[src/inc/port_map_pkg.sv]
package port_map_pkg;
  // Port address fields
  localparam int addr_w = 2;
  localparam int bank_w = 2;
  localparam int nib_w = 4;
  localparam logic [1:0] bank0 = 2'h0;
  localparam logic [1:0] bank1 = 2'h1;
  localparam logic [1:0] bank2 = 2'h2;
  localparam logic [1:0] port_a_addr = 2'h0;
  localparam logic [1:0] port_b_addr = 2'h1;
  localparam logic [1:0] port_e_addr = 2'h0;
  localparam logic [1:0] port_f_addr = 2'h1;
  localparam logic [1:0] port_l_addr = 2'h2;
  // Direction word location in bank 0 data memory
  localparam logic [6:0] dir_word_addr = 7'h1F;
  localparam logic [3:0] dir_all_in = 4'h0;
  // IF counter input select codes
  localparam logic [1:0] isel_port = 2'h0;
  localparam logic [1:0] isel_am = 2'h1;
  localparam logic [1:0] isel_fm = 2'h2;
  // Pin positions for alternate functions
  localparam int pin_am = 0;
  localparam int pin_fm = 1;
  localparam int pin_si = 2;
  localparam int pin_sck = 3;
  localparam int pin_so = 0;
  // Port operation codes
  typedef enum logic [1:0] {op_out, op_set, op_reset} port_op_t;
endpackage

[src/hdl/pin_sync3.sv]
`timescale 1ns/1ps
module pin_sync3 import port_map_pkg::*; #(
  parameter int width = 4
) (
  // Clock and reset
  input wire logic mclk,
  input wire logic rstn,
  // Raw and filtered levels
  input wire logic [width-1:0] raw,
  output logic [width-1:0] clean
);
  logic [width-1:0] s1_q;
  logic [width-1:0] s2_q;
  logic [width-1:0] s3_q;
  logic [width-1:0] clean_q;
  wire logic [width-1:0] agree = ~(s2_q ^ s3_q);

  // Refuse a filter with no bits at elaboration
  if (width < 1) begin : g_width_check
    $error("pin_sync3 width must be positive");
  end

  // Three stages; change taken once stages two and three agree
  // Stages rest high, the enabled level of chip enable, so a pin that
  // is already high at release shows no false rising edge
  always_ff @(posedge mclk or negedge rstn) begin
    if (!rstn) begin
      s1_q <= '1;
      s2_q <= '1;
      s3_q <= '1;
      clean_q <= '1;
    end else begin
      s1_q <= raw;
      s2_q <= s1_q;
      s3_q <= s2_q;
      clean_q <= (agree & s2_q) | (~agree & clean_q);
    end
  end

  assign clean = clean_q;
endmodule

[src/hdl/bank_addressed_bit_direction_port.sv]
// Functional notes
// RULE_01 - Port A pins: general bit or alternate input
// RULE_02 - Port B bit 0 doubles as serial out
// RULE_03 - Bank 1 ports 0,1: converter, serial latch
// RULE_04 - Software sets LCD control before port L
// RULE_05 - Direction word 1FH bank 0, bitwise
// RULE_06 - Direction bit 0 input, 1 output
// RULE_07 - Direction kept while word unchanged
// RULE_08 - Power-up, clock stop, CE rise force inputs; a direction word write in the same cycle wins over the force
// RULE_09 - Pins stay inputs until word rewritten
// RULE_10 - Output pin driven from latch bit
// RULE_11 - Output latch undefined at power-up, kept
// RULE_12 - Software writes latch before enabling outputs
// RULE_13 - Set/reset may disturb unmasked bits
// RULE_14 - Pins 0,1 feed IF counter when selected
// RULE_15 - Software selects 00 for plain I/O
// RULE_16 - Software clears bits 3,2 before serial transfer
// RULE_17 - Software deselects IF inputs while CE low
// RULE_18 - Ports selected by bank and address
// RULE_19 - Software returns to bank 0 after ports
// RULE_20 - Port A read: pins if input, latch if output
`timescale 1ns/1ps
module bank_addressed_bit_direction_port import port_map_pkg::*; #(
  parameter int nib = 4
) (
  // Clock and reset
  input wire logic mclk,
  input wire logic rstn,
  // Power and chip enable events
  input wire logic clock_stop_instruction,
  input wire logic chip_enable_pin,
  // Data memory write snoop
  input wire logic ram_we,
  input wire logic [6:0] ram_addr,
  input wire logic [bank_w-1:0] ram_bank,
  input wire logic [nib-1:0] ram_wdata,
  // Port instruction strobes
  input wire logic port_wr,
  input wire logic [1:0] port_op,
  input wire logic port_rd,
  input wire logic [bank_w-1:0] port_bank,
  input wire logic [addr_w-1:0] port_addr,
  input wire logic [nib-1:0] port_wdata,
  output logic [nib-1:0] port_rdata,
  // IF counter and serial controls
  input wire logic [1:0] input_select_field,
  input wire logic serial_transfer_instruction,
  input wire logic serial_out_bit,
  // Port A pins
  input wire logic [nib-1:0] pa_in,
  output logic [nib-1:0] pa_out,
  output logic [nib-1:0] pa_oe,
  // Port B pins
  output logic [nib-1:0] pb_out,
  // Internal alternate functions
  output logic am_if_count_input,
  output logic fm_if_count_input,
  output logic serial_in,
  output logic serial_clk,
  output logic [nib-1:0] converter_cmp_q,
  output logic [nib-1:0] serial_latch_q,
  output logic [nib-1:0] port_l_q
);
  // Only a four-bit port is served; refuse anything else at elaboration
  if (nib != 4) begin : g_nib_check
    $error("port width must be 4");
  end

  logic [nib-1:0] dir_q;
  logic [nib-1:0] oe_q;
  logic [nib-1:0] latch_q;
  logic [nib-1:0] pb_q;
  logic [nib-1:0] rdata_q;
  logic ce_q;
  logic force_in;
  wire logic [nib-1:0] pa_sync;
  wire logic ce_sync;

  // Pins from outside pass the three-stage filter
  pin_sync3 #(.width(nib + 1)) pin_sync3_inst (
    .mclk(mclk),
    .rstn(rstn),
    .raw({chip_enable_pin, pa_in}),
    .clean({ce_sync, pa_sync})
  );

  // Port selection by bank and direct address
  wire logic sel_a = port_bank == bank0 && port_addr == port_a_addr; // RULE_18
  wire logic sel_b = port_bank == bank0 && port_addr == port_b_addr; // RULE_18
  wire logic sel_e = port_bank == bank1 && port_addr == port_e_addr; // RULE_03
  wire logic sel_f = port_bank == bank1 && port_addr == port_f_addr; // RULE_03
  wire logic sel_l = port_bank == bank2 && port_addr == port_l_addr; // RULE_18
  wire logic dir_we = ram_we && ram_bank == bank0 && ram_addr == dir_word_addr; // RULE_05
  wire logic ce_rise = ce_sync && !ce_q;
  assign force_in = clock_stop_instruction || ce_rise; // RULE_08

  // Full write, or mask set/reset of the current contents
  function automatic logic [3:0] apply_op(input logic [1:0] op, input logic [3:0] cur,
                                          input logic [3:0] wd);
    unique case (op)
      op_set: apply_op = cur | wd;
      op_reset: apply_op = cur & ~wd;
      default: apply_op = wd;
    endcase
  endfunction

  // Set/reset base on port A is the read value, so unselected input pins
  // may load pin levels into the latch; full writes avoid that
  wire logic [nib-1:0] pa_view = (oe_q & latch_q) | (~oe_q & pa_sync); // RULE_20
  wire logic [nib-1:0] latch_d = apply_op(port_op, pa_view, port_wdata); // RULE_13

  // Direction word and pin modes; a forced input leaves the word alone
  always_ff @(posedge mclk or negedge rstn) begin
    if (!rstn) begin
      dir_q <= dir_all_in;
      oe_q <= dir_all_in; // RULE_08
      ce_q <= 1'b1; // Matches filter rest level: no rise at release
    end else begin
      ce_q <= ce_sync;
      if (dir_we) begin
        dir_q <= ram_wdata; // RULE_05
        oe_q <= ram_wdata; // RULE_06 RULE_09
      end else if (force_in) begin
        oe_q <= dir_all_in; // RULE_09
      end
    end
  end

  // Data latches hold through clock stop; no reset models the undefined
  // power-up content and keeps them across chip-enable events
  always_ff @(posedge mclk) begin
    if (port_wr && sel_a) latch_q <= latch_d; // RULE_11
    if (port_wr && sel_b) pb_q <= apply_op(port_op, pb_q, port_wdata);
    if (port_wr && sel_e) converter_cmp_q <= apply_op(port_op, converter_cmp_q, port_wdata);
    if (port_wr && sel_f) serial_latch_q <= apply_op(port_op, serial_latch_q, port_wdata);
    if (port_wr && sel_l) port_l_q <= apply_op(port_op, port_l_q, port_wdata);
  end

  // Read mux, registered
  wire logic [nib-1:0] rd_mux = sel_a ? pa_view :
                                sel_b ? pb_q :
                                sel_e ? converter_cmp_q :
                                sel_f ? serial_latch_q :
                                sel_l ? port_l_q : '0;
  always_ff @(posedge mclk or negedge rstn) begin
    if (!rstn) rdata_q <= '0;
    else if (port_rd) rdata_q <= rd_mux; // RULE_20
  end
  assign port_rdata = rdata_q;

  // Pin drive straight from latch
  assign pa_oe = oe_q; // RULE_07
  assign pa_out = latch_q & oe_q; // RULE_10
  // Serial output overrides port B bit 0 during transfers
  assign pb_out = serial_transfer_instruction ?
                  {pb_q[3:1], serial_out_bit} : pb_q; // RULE_02

  // Alternate inputs gated by input mode; IF counter inputs also by selection
  assign am_if_count_input = !oe_q[pin_am] && input_select_field == isel_am
                             && pa_sync[pin_am]; // RULE_14 RULE_01
  assign fm_if_count_input = !oe_q[pin_fm] && input_select_field == isel_fm
                             && pa_sync[pin_fm]; // RULE_14 RULE_01
  assign serial_in = pa_sync[pin_si] && !oe_q[pin_si]; // RULE_01
  assign serial_clk = pa_sync[pin_sck] && !oe_q[pin_sck]; // RULE_01

  // Checks
  a_force_input: assert property (@(posedge mclk) disable iff (!rstn)
    force_in && !dir_we |=> pa_oe == '0) // RULE_08
    else $error("pins not forced to input");
  a_dir_update: assert property (@(posedge mclk) disable iff (!rstn)
    dir_we |=> pa_oe == $past(ram_wdata)) // RULE_06
    else $error("direction not taken");
  a_dir_hold: assert property (@(posedge mclk) disable iff (!rstn)
    !dir_we && !force_in |=> pa_oe == $past(pa_oe)) // RULE_07
    else $error("direction changed unprompted");
  a_word_kept: assert property (@(posedge mclk) disable iff (!rstn)
    force_in && !dir_we |=> dir_q == $past(dir_q)) // RULE_09
    else $error("direction word cleared");
  a_pin_latch: assert property (@(posedge mclk) disable iff (!rstn)
    ((pa_out ^ latch_q) & pa_oe) == '0) // RULE_10
    else $error("output pin not from latch");
  a_read_view: assert property (@(posedge mclk) disable iff (!rstn)
    port_rd && sel_a |=> port_rdata == $past((pa_oe & pa_out) | (~pa_oe & pa_sync))) // RULE_20
    else $error("port A read wrong");
  a_if_gate: assert property (@(posedge mclk) disable iff (!rstn)
    oe_q[pin_am] |-> !am_if_count_input) // RULE_14
    else $error("IF input while output");
  a_so_bit: assert property (@(posedge mclk) disable iff (!rstn)
    serial_transfer_instruction |-> pb_out[pin_so] == serial_out_bit) // RULE_02
    else $error("serial out not on pin");
  a_full_write: assert property (@(posedge mclk) disable iff (!rstn)
    port_wr && sel_a && port_op == op_out |=> latch_q == $past(port_wdata)) // RULE_13
    else $error("full write lost");
  c_dir_write: cover property (@(posedge mclk) disable iff (!rstn) dir_we);
  c_ce_rise: cover property (@(posedge mclk) disable iff (!rstn) ce_rise && |oe_q);
  c_read_a: cover property (@(posedge mclk) disable iff (!rstn) port_rd && sel_a);
endmodule

[config.mk]
export PLATFORM = sky130hd
export DESIGN_NAME = bank_addressed_bit_direction_port
export DESIGN_NICKNAME = d
export VERILOG_FILES = /design/src/inc/port_map_pkg.sv /design/src/hdl/pin_sync3.sv /design/src/hdl/bank_addressed_bit_direction_port.sv
export SDC_FILE = /design/constraint.sdc
export NUM_CORES = 1
export LEC_CHECK = 0
export BUFFER_PORTS_ARGS = -buffer_cell sky130_fd_sc_hd__clkbuf_2
export CAP_MARGIN = 20
export CELL_PAD_IN_SITES_DETAIL_PLACEMENT = 0
export CELL_PAD_IN_SITES_GLOBAL_PLACEMENT = 1
export CORE_MARGIN = 1.5
export CORE_UTILIZATION = 35
export DETAILED_ROUTE_END_ITERATION = 7
export GPL_ROUTABILITY_DRIVEN = 1
export MAX_ROUTING_LAYER = met4
export PLACE_DENSITY = 0.73
export SLEW_MARGIN = 20
export SYNTH_ARGS = -nofsm -noshare
export SYNTH_HDL_FRONTEND = slang
export SYNTH_SLANG_ARGS = --single-unit
[constraint.sdc]
create_clock -name mclk -period 1.45 [get_ports mclk]
set_input_delay 0.145 -clock mclk [delete_from_list [all_inputs] [get_ports mclk]]
set_output_delay 0.145 -clock mclk [all_outputs]
set_load 0.005 [all_outputs]
* Word-level counts from Yosys, hierarchy flattened *
Cells that the tools add are included.

storage, ports and cells
  register bits after elaboration = 49
  bits of input ports = 38
  output and inout port bits = 32
  word-level logic and storage cells = 84

cells by class
  eq/ne operators = 9
  bitwise gates (word level) = 21
  reduce and logical (&&, ||, !) cells = 29
  muxes and demuxes = 13

operators by type and width
  operator                                       count
  one-hot mux 4 bit (2 select lines)             5
  bitwise AND 4 bit                              7
  two-way mux 4 bit                              7
  OR 4 bit                                       6
  logical AND 1 bit                              19
  bitwise AND 5 bit                              2
  NOT 5 bit                                      2
  == test 2 x 1 -> 1 bit, second input constant  4
  == test 2 bit, second input constant           4
  NOT 4 bit                                      2
  == test 7 x 5 -> 1 bit, second input constant  1
  logical NOT 2 bit                              3
  logical NOT 1 bit                              5
  OR 5 bit                                       1
  XOR 5 bit                                      1
  nonzero test 2 bit                             1
  logical OR 1 bit                               1
  two-way mux 1 bit                              1

* Logic depth before layout (Yosys ltp) *
Gate-level depths: netlist of run 1.

  depth in word-level cells = 7
  gate-level depth with buffers = 6

* Hierarchy *
From an unflattened synthesis of run 1, not the netlist that was laid out.

unflattened totals
  cells, all modules = 192
  area total of the unflattened synthesis = 2213.4 um2

by module, submodules not included
  module                             sequential area each (um2)  times used  area an instance (um2)  cells an instance
  bank_addressed_bit_direction_port  827.0                       1           1631.6                  167
  pin_sync3                          525.5                       1           581.8                   25

* Worst setup path after synthesis of run 1 *
OpenSTA, ideal clock, no wires.

  kind = input to register
  start point = input port port_addr[1]
  end point = register pb_q[0] (enable)
  stages = 2
  arrival = 0.903 ns
  path slack = 0.168 ns
  required time = 1.071 ns
  cell sequence = nand2b_1 nor4b_1

on the way
  longest elaborated chain between the ends = 3

RTL lines
  item                    RTL line                                  source
  start: declaration      bank_addressed_bit_direction_port.sv:42   input wire logic [addr_w-1:0] port_addr,
  == test 2 x 1 -> 1 bit  bank_addressed_bit_direction_port.sv:89   wire logic sel_b = port_bank == bank0 && port_addr == port_b_addr;
  logical AND 1 bit       bank_addressed_bit_direction_port.sv:89
  logical AND 1 bit       bank_addressed_bit_direction_port.sv:133  if (port_wr && sel_b) pb_q <= apply_op(port_op, pb_q, port_wdata);
  end signal: assignment  bank_addressed_bit_direction_port.sv:133
  end: declaration        bank_addressed_bit_direction_port.sv:72   logic [nib-1:0] pb_q;

No other way between the ends.
A chain may end at the register's enable or synchronous reset.

==> impl_metrics.csv, run 1 <==
group,metric,value,unit
routing,num_vias,1661,
clock_tree,clk_latency,0.29,ns
worst_setup_path,criticalPathCategory,"flip-flop to output port",
worst_setup_path,r2r_start,"pa_oe[3]",
synthesis,synth_edf_count,20,
worst_setup_path,crit_buf_inv,1,
placement,dp_hpwl,3680,µm
worst_setup_path,slowest_delay,0.55,ns
layout,num_antenna_cells,0,
placement,port_buffers,69,
worst_setup_path,worst_path_max_delay_cell,"dfstp_2",
synthesis,synth.net_count,232,
global_routing,antenna_found_initial,0,
clock_tree,cts_sinks,49,
layout,fillers,575,
pwr,switching_share,23.7,%
pwr,switching_power,0.635,mW
sta,finalHoldViolCount,0,
floorplanning,fp.coreArea,5990,µm²
clock_tree,clk_pin_slew,0.09,ns
synthesis,synth_top_area_cell,"edfxtp_1",
sta,max_clock_freq,743,MHz
routing,drc_errors,0,
sta,skew,0.0112,ns
synthesis,ys_ff_latch,49,
sta,tns,0,ns
floorplanning,die_y,82.4,µm
clock_tree,cts_setup_buffers,0,
job,drv_cap,0,
layout,num-nets-final,314,
pwr,power.density,958,nW/µm²
worst_setup_path,path_max_fanout,3,
floorplanning,die_w,82.4,µm
worst_setup_path,cp.arrival,1.20,ns
floorplanning,ios,70,
worst_setup_path,crit_path_cell_trace,"nor4bb_1 -> clkbuf_2",
hold_path,hold_start,"ram_wdata[0]",
synthesis,yosysWarnings,0,
synthesis,synthCells,192,
routing,wl,4870,µm
routing,first_pass_iters,4,
synthesis,avgSynthCellArea,11.5,µm²
clock_tree,cts_tree,"yes",
pwr,worst_ir_drop_vdd,0.438,mV
pwr,clkPwrFrac,28.8,%
synthesis,syn_area,2200,µm²
hold_path,hold_path_class,"input port to flip-flop",
pwr,leakage,1.29,nW
sta,rsz0062_at_grt,"no",
clock_tree,cts_root_buf,"clkbuf_8",
sta,post-route-period-util,92.9,%
placement,gp_congestion,0.832,
global_routing,grt_max_degree,30,
clock_tree,clock_path_buffers,2,
sta,slew_violations,0,
synthesis,ys_seq_area_share,61.4,%
routing,wl_per_cell,13.9,µm
global_routing,grt_remaining_overflow,0,
status,outcome,"complete, no violations",
clock_tree,htreeDepth,2,
worst_setup_path,critPathLaunchType,"flip-flop",
global_routing,grt_use_total,15.5,%
pwr,pwr-share-comb,12.7,%
routing,ant_nets,0,
routing,avgViaCountPerCell,4.75,
layout,area_delta_synth_final,27.1,%
worst_setup_path,required,1.31,ns
synthesis,synth_top_area_share,27.2,%
sta,tightest_slew,0.689,ns
sta,relSlewSlack,54.1,%
floorplanning,die_area,6780,µm²
sta,setup_violations,0,
synthesis,synthFlopType,"dfstp_2",
synthesis,ys_types,33,
global_routing,grt_pass1_vias,1536,
floorplanning,start_util,36.8,%
worst_setup_path,critPathTopFamily,"flip-flops",
pwr,p_int,2.05,mW
layout,drive_gt1_share,40.0,%
synthesis,synth-async-reset-ratio,59.2,%
pwr,p_seq_share,58.5,%
sta,fin_crit,1.35,ns
clock_tree,cts_buffers,5,
global_routing,grt_pass1_wl,7580,µm
layout,utilization,46.8,%
synthesis,ys_top_cells_by_area,"edfxtp_1, dfstp_2, dfrtp_1",
worst_setup_path,cp-end-kind,"output port",
floorplanning,row_count,28,
routing,dr.first_iter.drc_count,55,
==> worst paths after layout <==
check	to	slack, ns	cells after the start
worst max-delay path	am_if_count_input	0.10	2
worst min register to register	pin_sync3_inst.s2_q[2]	0.35	0
worst max register to register	latch_q[3]	0.15	4
worst min-delay path	pa_oe[0]	0.06	3
max in group asynchronous	pa_oe[1]	0.59	2
min in group asynchronous	pa_oe[0]	0.42	2
==> cell usage in the layout (no fill, tap or decap), types with 4 or more instances in the layout <==
cell / instances
clkbuf_2: 69
nor2_1: 42
dfstp_2: 21
edfxtp_1: 20
inv_1: 11
and2_1: 8
o21ai_0: 8
dfrtp_1: 8
nor2b_1: 6
nand2_1: 6
dlygate4sd3_1: 6
buf_4: 6
nand2b_1: 5
a21oi_1: 5
maj3_1: 5
clkbuf_8: 5
a211oi_1: 4
a21o_1: 4
a22o_1: 4
a22oi_1: 4
mux2i_1: 4
==> stage by stage <==
step | setup slack, ns | total power, mW | instances | area [µm²] | hold WS [ns]
floorplan | 0.168 | 1.77 | 192 | 2200 | -0.151
global placement | 0.0340 | 1.92 | 336 | 2650 | 0.217
detailed placement | 0.00840 | 1.93 | 336 | 2650 | 0.217
CTS | 0.0822 | 2.73 | 350 | 2800 | 0.0565
global route | 0.0117 | 2.84 | 350 | 2800 | 0.0588
finish | 0.103 | 2.68 | 350 | 2800 | 0.0611
==> per-layer routing <==
metal | share of wire (%) | track usage, % | vias to the layer above | wire length [µm]
met2 | 42 | 22.1 | 67 | 2070
met1 | 49 | 21.6 | 763 | 2400
met5 | 0 | - | - | 0
met3 | 7.4 | 4.62 | 6 | 361
met4 | 0.80 | 3.56 | 0 | 39
li1 | - | - | 825 | -
==> worst min-delay path, stage by stage <==
cell	delay, ns
clkbuf_2	0.08
inv_1	0.04
mux2i_1	0.05
==> synthesized netlist by cell type (2+ instances only) <==
master	count
a21oi_1	5
maj3_1	5
o21ai_0	8
a211oi_1	4
nor4bb_1	3
nor2_1	42
nor3b_1	2
nor2b_1	6
a21o_1	4
a22o_1	4
nand2b_1	5
dfrtp_1	8
or2_2	2
mux2_2	3
nand2_1	6
dfstp_2	21
a22oi_1	4
and2_1	8
buf_4	4
inv_1	11
mux2i_1	4
ha_1	2
nor3_1	2
edfxtp_1	20
==> power groups by stage <==
stage / Combinational [mW] / Sequential (mW) / Clock [mW]
2_1_floorplan: 0.178 / 1.59 / 0
3_3_place_gp: 0.322 / 1.60 / 0
3_5_place_dp: 0.329 / 1.60 / 0
4_1_cts: 0.345 / 1.57 / 0.813
5_1_grt: 0.382 / 1.58 / 0.875
6_report: 0.341 / 1.57 / 0.772
==> logic make-up (layout without fill, tap and decap cells) <==
kind of cell / count (synthesis) / after routing / share of synthesized area (%)
compound gates: 29 / 29 / 8.63
fa+ha+maj: 7 / 7 / 3.41
buf+inv: 17 / 100 / 3.63
flops: 49 / 49 / 61.4
mux: 7 / 7 / 3.35
simple gates: 83 / 83 / 19.6
==> repair_timing <==
item                                   CTS  global route
hold buffers                             6             0
gates resized for setup                  0             1
setup endpoints to repair                0             1
endpoints found under the hold margin   13             0
==> layout make-up <==
cell class / instances / area [µm²] / area share (%)
clock buffer: 7 / 76.3 / 2.72
clock inverter: 1 / 8.76 / 0.313
inverter: 11 / 41.3 / 1.47
multi-input combinational: 126 / 778 / 27.8
sequential: 49 / 1350 / 48.3
tap: 75 / 93.8 / 3.35
timing repair buffer: 81 / 450 / 16.1
Power figures use the tool's default switching activity.
==> inputs of run 2 (changes only) <==
--- a/config.mk
+++ b/config.mk
@@ -5,16 +5,17 @@
 export SDC_FILE = /design/constraint.sdc
 export NUM_CORES = 1
 export LEC_CHECK = 0
+export ABC_AREA = 1
 export BUFFER_PORTS_ARGS = -buffer_cell sky130_fd_sc_hd__clkbuf_2
 export CAP_MARGIN = 20
 export CELL_PAD_IN_SITES_DETAIL_PLACEMENT = 0
 export CELL_PAD_IN_SITES_GLOBAL_PLACEMENT = 1
-export CORE_MARGIN = 1.5
+export CORE_MARGIN = 3
 export CORE_UTILIZATION = 35
 export DETAILED_ROUTE_END_ITERATION = 7
 export GPL_ROUTABILITY_DRIVEN = 1
 export MAX_ROUTING_LAYER = met4
-export PLACE_DENSITY = 0.73
+export PLACE_DENSITY = 0.81
 export SLEW_MARGIN = 20
 export SYNTH_ARGS = -nofsm -noshare
 export SYNTH_HDL_FRONTEND = slang
==> impl_metrics.csv, run 2 <==
group,metric,value,unit
synthesis,avgSynthCellArea,10.0,µm²
synthesis,ys_ff_latch,49,
clock_tree,cts_sinks,49,
synthesis,synth_most_common_cell,"nor2_1",
hold_path,hold_path_class,"input port to flip-flop",
sta,setup_violations,0,
pwr,finalPower,2.78,mW
global_routing,grt_use_total,14.7,%
worst_setup_path,slowest_delay,0.55,ns
placement,dp_hpwl,3960,µm
global_routing,grt_use_met1,19.9,%
synthesis,synth_edf_count,20,
worst_setup_path,path_max_fanout,3,
synthesis,synth_top_area_cell,"edfxtp_1",
synthesis,ys_top_cells_by_area,"edfxtp_1, dfstp_2, dfrtp_1",
pwr,power.density,981,nW/µm²
layout,fillers,589,
synthesis,synthCells,219,
synthesis,yosysWarnings,0,
floorplanning,ios,70,
routing,drc_errors,0,
clock_tree,clk_latency,0.30,ns
layout,mostFrequentLayoutCells,"clkbuf_2, nor2_1, nand2_1, inv_1, dfstp_2",
synthesis,synth_top_area_share,27.4,%
floorplanning,die_w,85.1,µm
clock_tree,cts_setup_buffers,0,
synthesis,ys_seq_area_share,61.7,%
layout,area_delta_synth_final,29.4,%
worst_setup_path,cp.arrival,1.23,ns
clock_tree,htreeDepth,2,
status,outcome,"complete, no violations",
layout,final_common_cell,"clkbuf_2",
layout,num_antenna_cells,0,
layout,drive_gt1_share,39.7,%
layout,instances_no_fill,380,
placement,gp_congestion,0.772,
routing,ant_nets,0,
sta,finalHoldViolCount,0,
floorplanning,start_util,36.6,%
clock_tree,clk_pin_slew,0.09,ns
global_routing,grt_remaining_overflow,0,
routing,avgViaCountPerCell,4.67,
worst_setup_path,criticalPathCategory,"flip-flop to output port",
sta,tightest_slew,0.681,ns
synthesis,syn_area,2190,µm²
layout,num-nets-final,344,
global_routing,grt_pass1_vias,1673,
routing,wl,4910,µm
global_routing,grt_max_degree,30,
synthesis,synth-async-reset-ratio,59.2,%
synthesis,synthFlopType,"dfstp_2",
sta,relSlewSlack,54.6,%
sta,fin_ws,0.0766,ns
global_routing,gr-usage-met2,21.7,%
synthesis,synth_common_cells,"nor2_1, nand2_1, inv_1, dfstp_2, edfxtp_1",
clock_tree,clock_path_buffers,2,
job,drv_cap,0,
pwr,leakage,1.39,nW
clock_tree,cts_root_buf,"clkbuf_8",
clock_tree,cts_tree,"yes",
global_routing,grt_use_met3,3.11,%
pwr,worst_ir_drop_vdd,0.606,mV
worst_setup_path,reg2reg_slack,0.29,ns
hold_path,hold_start,"ram_wdata[2]",
global_routing,antenna_found_initial,0,
worst_setup_path,cp-end-kind,"output port",
synthesis,synth.net_count,259,
worst_setup_path,crit_path_cell_trace,"nand2_2 -> nor3b_2 -> clkbuf_2",
floorplanning,row_count,28,
placement,port_buffers,69,
routing,first_pass_iters,4,
routing,dr.first_iter.drc_count,98,
placement,dp_cells,366,
synthesis,ys_types,27,
worst_setup_path,required,1.31,ns
worst_setup_path,critPathLaunchType,"flip-flop",
worst_setup_path,worst_path_max_delay_cell,"dfstp_2",
routing,wl_per_cell,12.9,µm
global_routing,grt_pass1_wl,8270,µm
sta,post-route-period-util,94.7,%
layout,utilization,47.3,%
floorplanning,die_y,85.1,µm
placement,dpl_worst_slack,-0.0123,ns
sta,tns,0,ns
floorplanning,die_area,7240,µm²
sta,skew,0.00893,ns
routing,num_vias,1773,
floorplanning,fp.coreArea,5990,µm²
clock_tree,cts_buffers,5,
sta,max_clock_freq,728,MHz
sta,slew_violations,0,
global_routing,busiest_layer,"met2",
sta,fin_crit,1.37,ns
-- run 2: cell types whose count changed after synthesis, moves of 6 or more --
cell	previous run	this run
inv_1	11	25
nand3_1	0	18
nand2_1	6	30
and2_1	8	0
nor2b_1	6	0
nor2_1	42	52
-- run 2: timing repair --
action,in CTS,in global routing
cloned,0,0
hold buffers,6,0
resized for setup,1,3
hold endpoints to repair,13,0
setup endpoints to repair,1,2
-- run 2: layer usage --
layer  routed length (µm)  share of wire, %
met4                  116               2.4
met3                  262               5.3
met5                    0                 0
met1                 2230                45
met2                 2300                47
-- run 2: logic make-up after synthesis --
| kind of cell | after synthesis | synth area share, % |
|---|---|---|
| and+or+nand+nor | 112 | 22.8 |
| DFF | 49 | 61.7 |
| buffers and inverters | 33 | 6.17 |
| AOI/OAI and AO/OA | 18 | 5.82 |
| adders and majority gates | 7 | 3.43 |
-- run 2: path summary, 6_finish.rpt --
path | depth (start not counted) | end
setup / recovery | 3 | am_if_count_input
hold / removal | 3 | pa_oe[2]
setup reg to reg | 6 | port_rdata[2]
hold reg to reg | 0 | pin_sync3_inst.s2_q[4]
max in group asynchronous | 2 | pa_oe[2]
min in group asynchronous | 2 | pa_oe[0]
-- run 2: final cells by class --
cell class,instances,area [µm²],area share [%]
clock buffers,7,97.6,3.44
well taps,75,93.8,3.31
repair buffers,81,450,15.9
flip-flops and latches,49,1350,47.7
multi-input cells,137,718,25.3
inverters,30,113,3.97
clock inverters,1,8.76,0.309
-- run 2: critical path, delay by kind of cell (launching register included) --
kind / cells / cell delay [ns]
buffers and inverters: 1 / 0.14
flip-flops: 1 / 0.55
AND/OR/NAND/NOR: 2 / 0.25
-- run 2: stage by stage --
step,cell area (µm²),hold slack (ns)
after floorplan,2190,-0.151
after global placement,2650,0.208
after detailed placement,2650,0.212
after CTS,2820,0.0486
after global routing,2830,0.0456
final,2830,0.0578
-- run 2: power breakdown --
| group | internal [mW] | switching [mW] | total, mW | leakage, nW |
|---|---|---|---|---|
| clock | 0.448 | 0.431 | 0.879 | 0.0536 |
| combinational | 0.140 | 0.191 | 0.331 | 0.820 |
| sequential | 1.54 | 0.0291 | 1.57 | 0.513 |
| total | 2.13 | 0.651 | 2.78 | 1.39 |
==> inputs of run 3 (changes only) <==
--- a/config.mk
+++ b/config.mk
@@ -8,9 +8,8 @@
 export ABC_AREA = 1
 export BUFFER_PORTS_ARGS = -buffer_cell sky130_fd_sc_hd__clkbuf_2
 export CAP_MARGIN = 20
-export CELL_PAD_IN_SITES_DETAIL_PLACEMENT = 0
+export CELL_PAD_IN_SITES_DETAIL_PLACEMENT = 1
 export CELL_PAD_IN_SITES_GLOBAL_PLACEMENT = 1
-export CORE_MARGIN = 3
 export CORE_UTILIZATION = 35
 export DETAILED_ROUTE_END_ITERATION = 7
 export GPL_ROUTABILITY_DRIVEN = 1
==> impl_metrics.csv, run 3 (same netlist as run 2, synthesis figures left out) <==
group,metric,value,unit
layout,drive_gt1_share,39.7,%
routing,first_pass_iters,4,
status,outcome,"complete, no violations",
worst_setup_path,cp-end-kind,"output port",
sta,relSlewSlack,55.5,%
floorplanning,start_util,36.6,%
global_routing,grt_pass1_wl,8710,µm
floorplanning,die_area,6580,µm²
clock_tree,cts_sinks,49,
sta,slew_violations,0,
worst_setup_path,cp.arrival,1.24,ns
sta,max_clock_freq,722,MHz
layout,num_antenna_cells,0,
placement,dpl_worst_slack,-0.0150,ns
global_routing,grt_pass1_vias,1841,
floorplanning,fp.coreArea,5990,µm²
placement,gp_congestion,0.737,
sta,finalHoldViolCount,0,
sta,post-route-period-util,95.5,%
clock_tree,htreeDepth,2,
floorplanning,row_count,28,
layout,num-nets-final,344,
layout,final_common_cell,"clkbuf_2",
layout,mostFrequentLayoutCells,"clkbuf_2, nor2_1, nand2_1, inv_1, dfstp_2",
sta,skew,0.00781,ns
sta,fin_ws,0.0654,ns
worst_setup_path,critPathLaunchType,"flip-flop",
routing,avgViaCountPerCell,4.73,
sta,tns,0,ns
sta,tightest_slew,0.668,ns
layout,instances_no_fill,380,
global_routing,grt_max_degree,30,
clock_tree,cts_root_buf,"clkbuf_8",
layout,multi_input_area,723,µm²
placement,dp_hpwl,4390,µm
placement,place_area,2650,µm²
global_routing,grt_use_total,18.2,%
worst_setup_path,path_max_fanout,3,
job,drv_cap,0,
worst_setup_path,worstRegToRegCells,6,
worst_setup_path,reg2reg_slack,0.23,ns
sta,setup_violations,0,
floorplanning,ios,70,
clock_tree,clock_path_buffers,2,
hold_path,hold_start,"ram_wdata[2]",
worst_setup_path,criticalPathCategory,"flip-flop to output port",
routing,dr.first_iter.drc_count,66,
pwr,power.density,960,nW/µm²
clock_tree,cts_tree,"yes",
routing,ant_nets,0,
global_routing,grt_remaining_overflow,0,
layout,fillers,734,
layout,regArea,1350,µm²
hold_path,hold_path_class,"input port to flip-flop",
routing,wl_per_cell,14.3,µm
routing,num_vias,1797,
routing,drc_errors,0,
placement,port_buffers,69,
clock_tree,clk_latency,0.30,ns
sta,rsz0062_at_grt,"no",
clock_tree,clk_pin_slew,0.09,ns
pwr,worst_ir_drop_vdd,0.586,mV
floorplanning,die_w,81.1,µm
pwr,leakage,1.38,nW
sta,fin_crit,1.38,ns
layout,finalInstanceArea,2820,µm²
worst_setup_path,required,1.31,ns
placement,dp_cells,366,
floorplanning,die_y,81.1,µm
layout,area_delta_synth_final,28.6,%
routing,wl,5440,µm
clock_tree,cts_buffers,5,
hold_path,min_path_cells,3,
global_routing,antenna_found_initial,0,
## run 3: final timing paths
path / end
worst max register to register: port_rdata[2]
worst min register to register: pin_sync3_inst.s2_q[4]
worst max-delay path: am_if_count_input
worst min-delay path: pa_oe[2]
max in group asynchronous: port_rdata[2]
min in group asynchronous: pa_oe[2]
## run 3: report_power, final
group | switching, mW | total, mW | internal [mW]
Clock | 0.454 | 0.797 | 0.343
Sequential | 0.0306 | 1.57 | 1.54
Combinational | 0.196 | 0.337 | 0.140
## run 3: timing repair
action / 4_1_cts / 5_1_grt
resized for setup: 2 / 4
hold buffers: 6 / 0
pin swaps: 0 / 2
endpoints found under the hold margin: 13 / 0
setup endpoints to repair: 2 / 2
setup buffers: 0 / 0
## run 3: metal layers
layer	part of all wire [%]	GRT usage (%)
met2	52	30.4
met4	0.79	3.75
met1	43	23.1
met5	0	-
met3	4.3	3.48
## run 3: worst max-delay path, stage by stage (launching register included)
cell and delay [ns]:
dfstp_2 0.57, nand2_4 0.06, nor3b_2 0.18, buf_2 0.14
## run 3: stage by stage
step / utilization (%) / hold WS, ns / power [mW]
6_report: 47.0 / 0.0584 / 2.71
3_5_place_dp: 44.3 / 0.217 / 1.92
2_1_floorplan: - / -0.151 / 1.76
5_1_grt: 47.0 / 0.0609 / 2.85
4_1_cts: 46.9 / 0.0523 / 2.73
3_3_place_gp: 44.3 / 0.204 / 1.90
## run 3: area by class of cell
cell class	instances	share of cell area, %
clock buffer	6	2.58
timing repair buffer	81	16.0
sequential	49	48.0
clock inverter	2	0.444
multi-input combinational	137	25.7
tap	75	3.33
inverter	30	4.00
